<file path="src/inc/pwm_timer_pkg.sv">
// How it works
// - Phase correct limit: fixed or capture/compare A
// - Count up to limit, then down to bottom
// - Count holds limit one timer tick
// - Phase correct sets overflow flag at bottom
// - Phase correct reloads compares at limit, flags
// - Fixed limit masks high compare bits on write
// - Action two non-inverted, three inverted PWM
// - Up match clears, down match sets output
// - Pin driven only when direction bit set
// - Bottom compare stays low, limit compare high
// - Mode 11 action one toggles channel A
// - Frequency correct limit: capture or compare A
// - Frequency correct reloads at bottom, sets overflow
// - Frequency correct limit flag set at limit
// - Mode 9 action one toggles channel A
// - Limits from 0x0003 up to 16 bits
// - Channel flag set on each compare match
// - Timer tick from prescaled clock divisors
// - Compare A buffered, capture immediate
// - Mode code split across two control registers
package pwm_timer_pkg;

  // Register byte offsets
  localparam logic [7:0] CTRL_A_OFFSET    = 8'h00;
  localparam logic [7:0] CTRL_B_OFFSET    = 8'h04;
  localparam logic [7:0] COUNT_OFFSET     = 8'h08;
  localparam logic [7:0] COMPARE_A_OFFSET = 8'h0C;
  localparam logic [7:0] COMPARE_B_OFFSET = 8'h10;
  localparam logic [7:0] COMPARE_C_OFFSET = 8'h14;
  localparam logic [7:0] CAPTURE_OFFSET   = 8'h18;
  localparam logic [7:0] FLAGS_OFFSET     = 8'h1C;
  localparam logic [7:0] PIN_DIR_OFFSET   = 8'h20;

  // Field positions
  localparam int MODE_LOW_POS    = 0;  // control_reg_a [1:0]
  localparam int ACTION_A_POS    = 6;  // control_reg_a [7:6], B [5:4], C [3:2]
  localparam int MODE_HIGH_POS   = 3;  // control_reg_b [4:3]
  localparam int CLK_SEL_POS     = 0;  // control_reg_b [2:0]
  localparam int OVERFLOW_POS    = 0;  // flags [0]
  localparam int MATCH_A_POS     = 1;  // flags [3:1], one per channel
  localparam int CAPTURE_POS     = 4;  // flags [4]

  // Reset values and count limits
  localparam logic [7:0]  CTRL_RESET    = 8'h00;
  localparam logic [15:0] VALUE_RESET   = 16'h0000;
  localparam logic [15:0] BOTTOM        = 16'h0000;
  localparam logic [15:0] MAX_COUNT     = 16'hFFFF;
  localparam logic [15:0] TOP_8BIT      = 16'h00FF;
  localparam logic [15:0] TOP_9BIT      = 16'h01FF;
  localparam logic [15:0] TOP_10BIT     = 16'h03FF;
  localparam logic [15:0] TOP_MIN       = 16'h0003;

  // Waveform mode codes
  localparam logic [3:0] MODE_PC_8BIT   = 4'h1;
  localparam logic [3:0] MODE_PC_9BIT   = 4'h2;
  localparam logic [3:0] MODE_PC_10BIT  = 4'h3;
  localparam logic [3:0] MODE_PFC_CAPT  = 4'h8;
  localparam logic [3:0] MODE_PFC_CMPA  = 4'h9;
  localparam logic [3:0] MODE_PC_CAPT   = 4'hA;
  localparam logic [3:0] MODE_PC_CMPA   = 4'hB;

  // Output action codes
  localparam logic [1:0] ACT_OFF        = 2'h0;
  localparam logic [1:0] ACT_TOGGLE     = 2'h1;
  localparam logic [1:0] ACT_NONINV     = 2'h2;
  localparam logic [1:0] ACT_INV        = 2'h3;

  // Prescaler terminal counts (divisor minus one)
  localparam logic [9:0] PRE_DIV_1      = 10'h000;
  localparam logic [9:0] PRE_DIV_8      = 10'h007;
  localparam logic [9:0] PRE_DIV_64     = 10'h03F;
  localparam logic [9:0] PRE_DIV_256    = 10'h0FF;
  localparam logic [9:0] PRE_DIV_1024   = 10'h3FF;

  // Bus answers
  localparam logic [1:0] RESP_OKAY      = 2'h0;
  localparam logic [1:0] RESP_SLVERR    = 2'h2;

  // Compare output pins
  typedef struct packed {
    logic [2:0] level;
    logic [2:0] oe;
  } pins_type;

  typedef enum logic {DIR_UP = 1'b0, DIR_DOWN = 1'b1} dir_type;

endpackage : pwm_timer_pkg

</file>
<file path="src/rtl/dual_slope_pwm_timer16.sv">
`timescale 1ns/1ps
module dual_slope_pwm_timer16
  import pwm_timer_pkg::*;
(
  input  wire logic        clk,
  input  wire logic        reset_n,
  input  wire logic [7:0]  s_axi_awaddr,
  input  wire logic        s_axi_awvalid,
  output logic             s_axi_awready,
  input  wire logic [31:0] s_axi_wdata,
  input  wire logic [3:0]  s_axi_wstrb,
  input  wire logic        s_axi_wvalid,
  output logic             s_axi_wready,
  output logic [1:0]       s_axi_bresp,
  output logic             s_axi_bvalid,
  input  wire logic        s_axi_bready,
  input  wire logic [7:0]  s_axi_araddr,
  input  wire logic        s_axi_arvalid,
  output logic             s_axi_arready,
  output logic [31:0]      s_axi_rdata,
  output logic [1:0]       s_axi_rresp,
  output logic             s_axi_rvalid,
  input  wire logic        s_axi_rready,
  output pins_type         pins
);

  typedef struct packed {
    logic [9:0]       pre_count;
    logic [15:0]      count_value;
    dir_type          dir;
    logic [7:0]       control_reg_a;
    logic [7:0]       control_reg_b;
    logic [2:0][15:0] cmp_buf;
    logic [2:0][15:0] compare_value;
    logic [15:0]      capture_value;
    logic [4:0]       flags;
    logic [2:0]       pin_direction_bit;
    logic [2:0]       level;
    logic [2:0]       oe;
    logic             awready;
    logic             wready;
    logic             aw_got;
    logic             w_got;
    logic [7:0]       awaddr;
    logic [31:0]      wdata;
    logic [3:0]       wstrb;
    logic             bvalid;
    logic [1:0]       bresp;
    logic             arready;
    logic             rvalid;
    logic [1:0]       rresp;
    logic [31:0]      rdata;
  } state_type;

  state_type   state_reg;
  state_type   state_next;
  logic [3:0]  waveform_mode_code;
  logic [15:0] top;
  logic        pc_mode;
  logic        pfc_mode;
  logic        fixed_top;
  logic        a_is_top;
  logic        capt_is_top;
  logic [9:0]  pre_limit;
  logic        tick;
  logic        wr_fire;
  logic        count_write;
  logic [15:0] next_count;

  // Byte-lane merge for 16-bit registers
  function automatic logic [15:0] merge16(input logic [15:0] old,
                                          input logic [31:0] data,
                                          input logic [3:0]  strb);
    return {strb[1] ? data[15:8] : old[15:8],
            strb[0] ? data[7:0]  : old[7:0]};
  endfunction : merge16

  // Mode decode and limit selection
  always_comb begin
    waveform_mode_code = {state_reg.control_reg_b[MODE_HIGH_POS +: 2],
                          state_reg.control_reg_a[MODE_LOW_POS +: 2]};
    pc_mode     = 1'b0;
    pfc_mode    = 1'b0;
    fixed_top   = 1'b0;
    a_is_top    = 1'b0;
    capt_is_top = 1'b0;
    top         = MAX_COUNT;
    case (waveform_mode_code)
      MODE_PC_8BIT: begin
        pc_mode   = 1'b1;
        fixed_top = 1'b1;
        top       = TOP_8BIT;
      end
      MODE_PC_9BIT: begin
        pc_mode   = 1'b1;
        fixed_top = 1'b1;
        top       = TOP_9BIT;
      end
      MODE_PC_10BIT: begin
        pc_mode   = 1'b1;
        fixed_top = 1'b1;
        top       = TOP_10BIT;
      end
      MODE_PC_CAPT: begin
        pc_mode     = 1'b1;
        capt_is_top = 1'b1;
        top         = state_reg.capture_value;
      end
      MODE_PC_CMPA: begin
        pc_mode  = 1'b1;
        a_is_top = 1'b1;
        top      = state_reg.compare_value[0];
      end
      MODE_PFC_CAPT: begin
        pfc_mode    = 1'b1;
        capt_is_top = 1'b1;
        top         = state_reg.capture_value;
      end
      MODE_PFC_CMPA: begin
        pfc_mode = 1'b1;
        a_is_top = 1'b1;
        top      = state_reg.compare_value[0];
      end
      default: begin
        top = MAX_COUNT;
      end
    endcase
  end

  // Prescaler select; a stopped clock select gives no tick
  always_comb begin
    case (state_reg.control_reg_b[CLK_SEL_POS +: 3])
      3'h1:    pre_limit = PRE_DIV_1;
      3'h2:    pre_limit = PRE_DIV_8;
      3'h3:    pre_limit = PRE_DIV_64;
      3'h4:    pre_limit = PRE_DIV_256;
      3'h5:    pre_limit = PRE_DIV_1024;
      default: pre_limit = PRE_DIV_1;
    endcase
  end

  assign tick = (state_reg.control_reg_b[CLK_SEL_POS +: 3] != 3'h0)
             && (state_reg.control_reg_b[CLK_SEL_POS +: 3] <= 3'h5)
             && (state_reg.pre_count == pre_limit);
  assign wr_fire     = state_reg.aw_got && state_reg.w_got
                    && !state_reg.bvalid;
  assign count_write = wr_fire && (state_reg.awaddr == COUNT_OFFSET);
  assign next_count  = (state_reg.dir == DIR_UP)
                     ? state_reg.count_value + 16'h0001
                     : state_reg.count_value - 16'h0001;

  // All next-state logic: bus, prescaler, counter, compare units
  always_comb begin
    logic [1:0]  act;
    logic [15:0] wval;
    act        = ACT_OFF;
    wval       = VALUE_RESET;
    state_next = state_reg;

    // Prescaler count, wraps at the selected divisor
    if (state_reg.control_reg_b[CLK_SEL_POS +: 3] == 3'h0 || tick) begin
      state_next.pre_count = 10'h000;
    end else begin
      state_next.pre_count = state_reg.pre_count + 10'h001;
    end

    // Non-PWM modes are outside this block: buffers pass straight through
    if (!pc_mode && !pfc_mode) begin
      state_next.compare_value = state_reg.cmp_buf;
    end

    // Bus write clears flags first so that hardware sets win
    if (wr_fire && state_reg.awaddr == FLAGS_OFFSET
        && state_reg.wstrb[0]) begin
      state_next.flags = state_reg.flags & ~state_reg.wdata[4:0];
    end

    // Compare units act on the count present during this tick
    for (int i = 0; i < 3; i++) begin
      act = state_reg.control_reg_a[ACTION_A_POS - 2 * i +: 2];
      if (tick && (pc_mode || pfc_mode)
          && state_reg.count_value == state_reg.compare_value[i]) begin
        state_next.flags[MATCH_A_POS + i] = 1'b1;
        case (act)
          ACT_TOGGLE: begin
            if (i == 0 && a_is_top) begin
              state_next.level[i] = ~state_reg.level[i];
            end
          end
          ACT_NONINV: begin
            state_next.level[i] = (state_reg.dir == DIR_DOWN);
          end
          ACT_INV: begin
            state_next.level[i] = (state_reg.dir == DIR_UP);
          end
          default: begin
            state_next.level[i] = state_reg.level[i];
          end
        endcase
      end
      // Pin only driven when an action owns it and direction is out
      state_next.oe[i] = state_reg.pin_direction_bit[i]
                      && act != ACT_OFF
                      && !(act == ACT_TOGGLE
                           && !(i == 0 && a_is_top));
    end

    // Dual-slope counter, direction turns on arrival at an end
    if (tick && (pc_mode || pfc_mode)) begin
      state_next.count_value = next_count;
      if (state_reg.dir == DIR_UP && next_count == top) begin
        state_next.dir = DIR_DOWN;
        if (a_is_top) begin
          state_next.flags[MATCH_A_POS] = 1'b1;
        end
        if (capt_is_top) begin
          state_next.flags[CAPTURE_POS] = 1'b1;
        end
        if (pc_mode) begin
          state_next.compare_value = state_reg.cmp_buf;
        end
      end else if (next_count == BOTTOM) begin
        state_next.dir = DIR_UP;
        state_next.flags[OVERFLOW_POS] = 1'b1;
        if (pfc_mode) begin
          state_next.compare_value = state_reg.cmp_buf;
        end
      end
    end

    // Write address and data are taken in either order
    if (s_axi_awvalid && state_reg.awready) begin
      state_next.awaddr  = s_axi_awaddr;
      state_next.aw_got  = 1'b1;
      state_next.awready = 1'b0;
    end
    if (s_axi_wvalid && state_reg.wready) begin
      state_next.wdata  = s_axi_wdata;
      state_next.wstrb  = s_axi_wstrb;
      state_next.w_got  = 1'b1;
      state_next.wready = 1'b0;
    end

    // Register write once both halves are held
    if (wr_fire) begin
      state_next.aw_got = 1'b0;
      state_next.w_got  = 1'b0;
      state_next.bvalid = 1'b1;
      state_next.bresp  = RESP_OKAY;
      wval = merge16(VALUE_RESET, state_reg.wdata, state_reg.wstrb);
      if (fixed_top) begin
        wval = wval & top;
      end
      case (state_reg.awaddr)
        CTRL_A_OFFSET: begin
          if (state_reg.wstrb[0]) begin
            state_next.control_reg_a = state_reg.wdata[7:0];
          end
        end
        CTRL_B_OFFSET: begin
          if (state_reg.wstrb[0]) begin
            state_next.control_reg_b = {3'h0, state_reg.wdata[4:0]};
          end
        end
        COUNT_OFFSET: begin
          state_next.count_value = merge16(state_reg.count_value,
                                           state_reg.wdata,
                                           state_reg.wstrb);
        end
        COMPARE_A_OFFSET: state_next.cmp_buf[0] = wval;
        COMPARE_B_OFFSET: state_next.cmp_buf[1] = wval;
        COMPARE_C_OFFSET: state_next.cmp_buf[2] = wval;
        CAPTURE_OFFSET: begin
          state_next.capture_value = merge16(state_reg.capture_value,
                                             state_reg.wdata,
                                             state_reg.wstrb);
        end
        FLAGS_OFFSET: state_next.bresp = RESP_OKAY;
        PIN_DIR_OFFSET: begin
          if (state_reg.wstrb[0]) begin
            state_next.pin_direction_bit = state_reg.wdata[2:0];
          end
        end
        default: state_next.bresp = RESP_SLVERR;
      endcase
    end

    // Write answer; ready returns only after it is taken
    if (state_reg.bvalid && s_axi_bready) begin
      state_next.bvalid  = 1'b0;
      state_next.awready = 1'b1;
      state_next.wready  = 1'b1;
    end

    // Read: one-cycle answer from the registered image
    if (s_axi_arvalid && state_reg.arready) begin
      state_next.arready = 1'b0;
      state_next.rvalid  = 1'b1;
      state_next.rresp   = RESP_OKAY;
      state_next.rdata   = 32'h0000_0000;
      case (s_axi_araddr)
        CTRL_A_OFFSET:    state_next.rdata[7:0] = state_reg.control_reg_a;
        CTRL_B_OFFSET:    state_next.rdata[7:0] = state_reg.control_reg_b;
        COUNT_OFFSET:     state_next.rdata[15:0] = state_reg.count_value;
        COMPARE_A_OFFSET: state_next.rdata[15:0] = state_reg.cmp_buf[0];
        COMPARE_B_OFFSET: state_next.rdata[15:0] = state_reg.cmp_buf[1];
        COMPARE_C_OFFSET: state_next.rdata[15:0] = state_reg.cmp_buf[2];
        CAPTURE_OFFSET:   state_next.rdata[15:0] = state_reg.capture_value;
        FLAGS_OFFSET:     state_next.rdata[4:0] = state_reg.flags;
        PIN_DIR_OFFSET:   state_next.rdata[2:0] = state_reg.pin_direction_bit;
        default:          state_next.rresp = RESP_SLVERR;
      endcase
    end
    if (state_reg.rvalid && s_axi_rready) begin
      state_next.rvalid  = 1'b0;
      state_next.arready = 1'b1;
    end
  end

  // State register; bottom, upward, flags clear after reset
  always_ff @(posedge clk or negedge reset_n) begin
    if (!reset_n) begin
      state_reg         <= '0;
      state_reg.awready <= 1'b1;
      state_reg.wready  <= 1'b1;
      state_reg.arready <= 1'b1;
    end else begin
      state_reg <= state_next;
    end
  end

  // Outputs straight from the state flops
  assign s_axi_awready = state_reg.awready;
  assign s_axi_wready  = state_reg.wready;
  assign s_axi_bvalid  = state_reg.bvalid;
  assign s_axi_bresp   = state_reg.bresp;
  assign s_axi_arready = state_reg.arready;
  assign s_axi_rvalid  = state_reg.rvalid;
  assign s_axi_rresp   = state_reg.rresp;
  assign s_axi_rdata   = state_reg.rdata;
  assign pins.level    = state_reg.level;
  assign pins.oe       = state_reg.oe;
endmodule : dual_slope_pwm_timer16

</file>
<file path="config.mk">
export PLATFORM = sky130hd
export DESIGN_NAME = dual_slope_pwm_timer16
export DESIGN_NICKNAME = d
export VERILOG_FILES = /design/src/inc/pwm_timer_pkg.sv /design/src/rtl/dual_slope_pwm_timer16.sv
export SDC_FILE = /design/constraint.sdc
export NUM_CORES = 1
export LEC_CHECK = 0
export ABC_CLOCK_PERIOD_IN_PS = 3900
export CAP_MARGIN = 40
export CORE_ASPECT_RATIO = 0.9
export CORE_UTILIZATION = 51
export DETAILED_ROUTE_END_ITERATION = 10
export DONT_BUFFER_PORTS = 1
export PLACE_DENSITY_LB_ADDON = 0.25
export SLEW_MARGIN = 20
export SYNTH_ARGS = -nofsm -noshare
export SYNTH_HDL_FRONTEND = slang
export SYNTH_SLANG_ARGS = --single-unit
</file>
<file path="constraint.sdc">
create_clock -name clk -period 3.9 [get_ports clk]
set_input_delay 0.78 -clock clk [delete_from_list [all_inputs] [get_ports clk]]
set_output_delay 0.78 -clock clk [all_outputs]
set_load 0.01 [all_outputs]
</file>
=== Word-level counts from Yosys, hierarchy flattened ===
Cells that the tools add are included.

* Mux-type cells: 57
* Bitwise gates (word level): 5
* Magnitude comparators: 1
* Reduce and logical (&&, ||, !) cells: 72
* Eq/ne operators: 44
* Add/sub/neg operators: 3

{| class="wikitable"
|+ Operators by type and width
! cell !! number
|-
| $mux 48 || 6
|-
| $pmux 16 s5 || 1
|-
| $eq 16x16->1 || 4
|-
| $eq 8x5->1 const B || 8
|-
| $mux 16 || 4
|-
| $pmux 10 s4 || 1
|-
| $pmux 8 s5 || 1
|-
| $mux 36 || 1
|-
| $eq 8x4->1 const B || 4
|-
| $mux 8 || 4
|-
| $reduce_bool 2->1 || 14
|-
| $pmux 3 s9 || 1
|-
| $logic_and 1x1->1 || 24
|-
| $mux 1 || 23
|-
| $pmux 3 s6 || 1
|-
| $reduce_and 3->1 || 6
|-
| $reduce_or 9->1 || 2
|-
| $mux 17 || 1
|-
| $add 16x1->16 const B || 1
|-
| $and 16x16->16 || 1
|-
| $eq 4x4->1 const B || 4
|-
| $eq 8x3->1 const B || 2
|-
| $eq 8x6->1 const B || 2
|-
| $logic_not 16->1 || 1
|-
| 31 further kinds || 65
|}

* Output and inout bits: 47
* Logic and storage cells: 217
* Input port bits: 59
* Bits in registers: 219

=== Depth between registers and ports, before layout ===
* Depth after elaboration: 10
* Mapped depth: 15
* Mapped depth without buffers: 12

=== Worst setup path after synthesis ===
Ideal clock, no wire load.

* Path type: register -> register
* Start point: reg state_reg[229] in the netlist's numbering
* End point: reg state_reg[144] in the netlist's numbering
* Stages on the path, launching flop included: 16
* Slack: -0.150 ns
* Path buffers: 3
* Setup time: 0.125 ns
* Data arrival time: 3.925 ns
* Cells stage by stage: dfrtp_1 -> clkbuf_1 -> inv_1 -> fa_1 -> nand2b_1 -> a21oi_1 -> mux2_2 -> nand2_1 -> xor2_1 -> or3b_1 -> nor4b_1 -> nand4_1 -> mux2i_2 -> buf_6 -> buf_12 -> mux2_4

{| class="wikitable"
|+ RTL lines
! element !! RTL line !! RTL
|-
| start: declaration || dual_slope_pwm_timer16.sv:55 || <nowiki>state_type state_reg;</nowiki>
|-
| start signal: assignment || dual_slope_pwm_timer16.sv:328 || <nowiki>state_reg <= state_next;</nowiki>
|}

==> qor.txt <==
Status = complete, but fails checks
Failing checks = negative hold slack
EDFF count, synth = 0
Worst-Margin Slew = 820 ps
Area taken by multi-input logic gates = 5610 um2
Clock tree buffer depth = 3
Tot GR Track Use = 27.0%
Yosys reg bits = 217
Initial antenna violation count = 0
Seq/Total Area, Yosys = 47.5%
Iter 0 DRT Violations = 740
Syn_area_per_cell = 10.6 um2
Critical Path Start Type = flop
RD Place Congestion = 0.885
WL final = 30,700 um
Largest net degree at the start of global routing = 218
RSZ-0062 raised after global routing = no
Root Driver = clkbuf_16
Hpwl dp = 21,600 um
Period utilization = 96.7%
WP data arrival = 4190 ps
Num rows = 51
Port-buffer cells = 0
Clk_skew = 15.8 ps
First-pass GRT wire length = 47,500 um
Logic pwr share = 22.5%
Synth Flop Type = dfrtp_1
CP Class = flop to flop
Worst R2R Path Depth = 14
Fillers = 1,810
Count leader, synth = dfrtp_1
Reg area = 5440 um2
Leading area contributor after synthesis = dfrtp_1
Die H = 144 um
Clock period minus worst slack = 3770 ps
TritonCTS clock tree = yes
Hold_ws = -68.3 ps
TritonRoute pass-1 iters = 5
Worst setup EP type = flop
Final Hold Vio Count = 179
YS warnings = 0
Wire length per cell = 22.0 um
Initial Utilization = 52.4%
Finish-stage setup viols = 0
CTS Buf Count = 24
Global route overflow = 0
Reg2reg start = state_reg[229]
P_sw = 2.48 mW
Critical path peak fanout = 20
Layout cells sized above 1 = 22.8%
Peak Freq = 265 MHz
Post-Syn Area = 11,400 um2
Reg2Reg Capture Point = state_reg[117]
Leak = 5.93 nW
Yosys cell types = 68
Slew Limit Fails = 0
Core ar. = 21,800 um2
Sink Count = 217
Clock Power Share = 33.7%
PwrDens = 583 nW/um2
Largest cells by area after synthesis = dfrtp_1 47%, mux2_2 9.4%, xor2_1 5.1%
Worst-skew pair later-pin latency = 550 ps
Max IR drop VDD = 307 uV
Vias/cell = 5.99
Max reg flops = 188
# nets final = 1,161
Core Util, Final = 59.0%
Die area = 23,000 um2
I/O pin count = 106
Die Wd = 160 um
Vias in the first global route = 8,005
DRC violations left = 0
Final total power = 7.50 mW
CTS H-tree lvls = 1
Syn Inst Count = 1,078
Area Overhead vs Synth = 12.6%
Number of routed nets with antenna violations = 0
Clk slew on worst S/H paths = 60 ps
Worst reg-to-reg setup slack = 130 ps
Min-delay worst type = input port to async pin
Net Sw Frac = 33.1%
Total number of vias = 8,348
Inserted Diodes = 0
Top cells by count, synth = 214 x dfrtp_1, 126 x nand2_1, 95 x mux2_2
CP required = 4320 ps
Reg power frac = 43.8%
Ys async rst share = 100%
Top cell type's share of synthesized area = 46.9%
Int Power = 5.02 mW
Max-Cap Viols = 0
Slew margin rel. = 45.1%
[stage by stage]
step / area, um2 / setup slack [ps] / setup TNS, ps / hold WS, ps / instances
after floorplan: 11500 / 55.3 / 0 / 448 / 1095
after CTS: 12700 / 0.183 / 0 / -80.6 / 1388
after global placement: 11700 / 8.64 / 0 / 460 / 1339
after detailed placement: 11700 / -50.9 / -664 / 466 / 1344
after global routing: 12900 / 2.86 / 0 / -79.6 / 1394
final: 12900 / 129 / 0 / -68.3 / 1394
[kinds of logic after synthesis]
family | after synthesis | share of synthesized area (%)
DFF | 217 | 47.5
AOI/OAI and AO/OA | 211 | 12.2
and+or+nand+nor | 307 | 12.3
buffers and inverters | 106 | 5.38
xor gates and xnor gates | 86 | 7.01
adders and majority gates | 17 | 1.93
muxes | 133 | 13.6
other | 1 | 0.0328
[cell usage in the layout, fill, tap and decap left out, types with 8 or more instances in the layout]
cell / count
o21ai_0: 65
buf_4: 46
dfrtp_1: 213
xnor2_1: 16
xor2_1: 64
clkbuf_16: 25
a22oi_1: 26
ha_1: 13
a21oi_1: 23
inv_1: 13
nand4_1: 10
a31oi_1: 16
conb_1: 18
mux2_4: 20
nand3_1: 17
a222oi_1: 11
nor2_1: 81
o22ai_1: 8
nor3_1: 10
mux2i_1: 16
nand2_1: 125
nand2b_1: 8
nor4_1: 18
mux2_2: 95
[layout make-up]
| type | count | share of cell area, % |
|---|---|---|
| Inverter | 13 | 0.379 |
| Tap cell | 291 | 2.83 |
| Sequential cell | 217 | 42.2 |
| Clock inverter | 13 | 1.70 |
| Timing Repair Buffer | 57 | 4.02 |
| Clock buffer | 31 | 5.26 |
| Multi-Input combinational cell | 772 | 43.6 |
[timing repair]
item | CTS | global route
gates cloned | 0 | 1
hold endpoints to repair | 214 | 214
pin swaps | 0 | 7
setup endpoints to repair | 48 | 48
buffers inserted | 0 | 5
gates resized for setup | 3 | 25
[worst max-delay path, stage by stage (launching register included)]
cell and delay, ps:
dfrtp_2 420, buf_12 170, ha_2 380, o211ai_1 140, o21a_2 280, o31ai_4 270, xor2_2 290, xor2_1 220
nand2b_1 90, nor4b_2 280, nand4_1 210, mux2i_4 230, buf_12 160, buf_12 170, mux2_2 350
[routing by layer]
layer / vias up / GRT usage [%] / wire length, um
li1: 3816 / - / -
met2: 296 / 43.0 / 13800
met3: 58 / 4.85 / 2190
met4: 0 / 7.82 / 928
met1: 4178 / 38.0 / 13800
met5: - / 0 / 0
[power groups by stage]
| stage | combinational (mW) | sequential [mW] | clock, mW |
|---|---|---|---|
| finish | 1.69 | 3.29 | 2.53 |
| global route | 1.84 | 3.33 | 2.65 |
| CTS | 1.60 | 3.27 | 2.56 |
| detailed placement | 1.59 | 3.31 | 0 |
| global placement | 1.55 | 3.30 | 0 |
| floorplan | 1.41 | 2.97 | 0 |
[worst max path at each step]
| stage | start | end | slack, ps | cells after the start |
|---|---|---|---|---|
| 4_1_cts | state_reg[229] | state_reg[131] | 0.2 | 14 |
| 5_1_grt | state_reg[229] | state_reg[117] | 3 | 14 |
| 3_5_place_dp | state_reg[229] | state_reg[143] | -50 | 13 |
| 6_report | state_reg[229] | state_reg[117] | 130 | 14 |
| 2_1_floorplan | state_reg[229] | state_reg[144] | 60 | 15 |
| 3_3_place_gp | state_reg[229] | state_reg[143] | 9 | 13 |
Power figures use the tool's default switching activity.
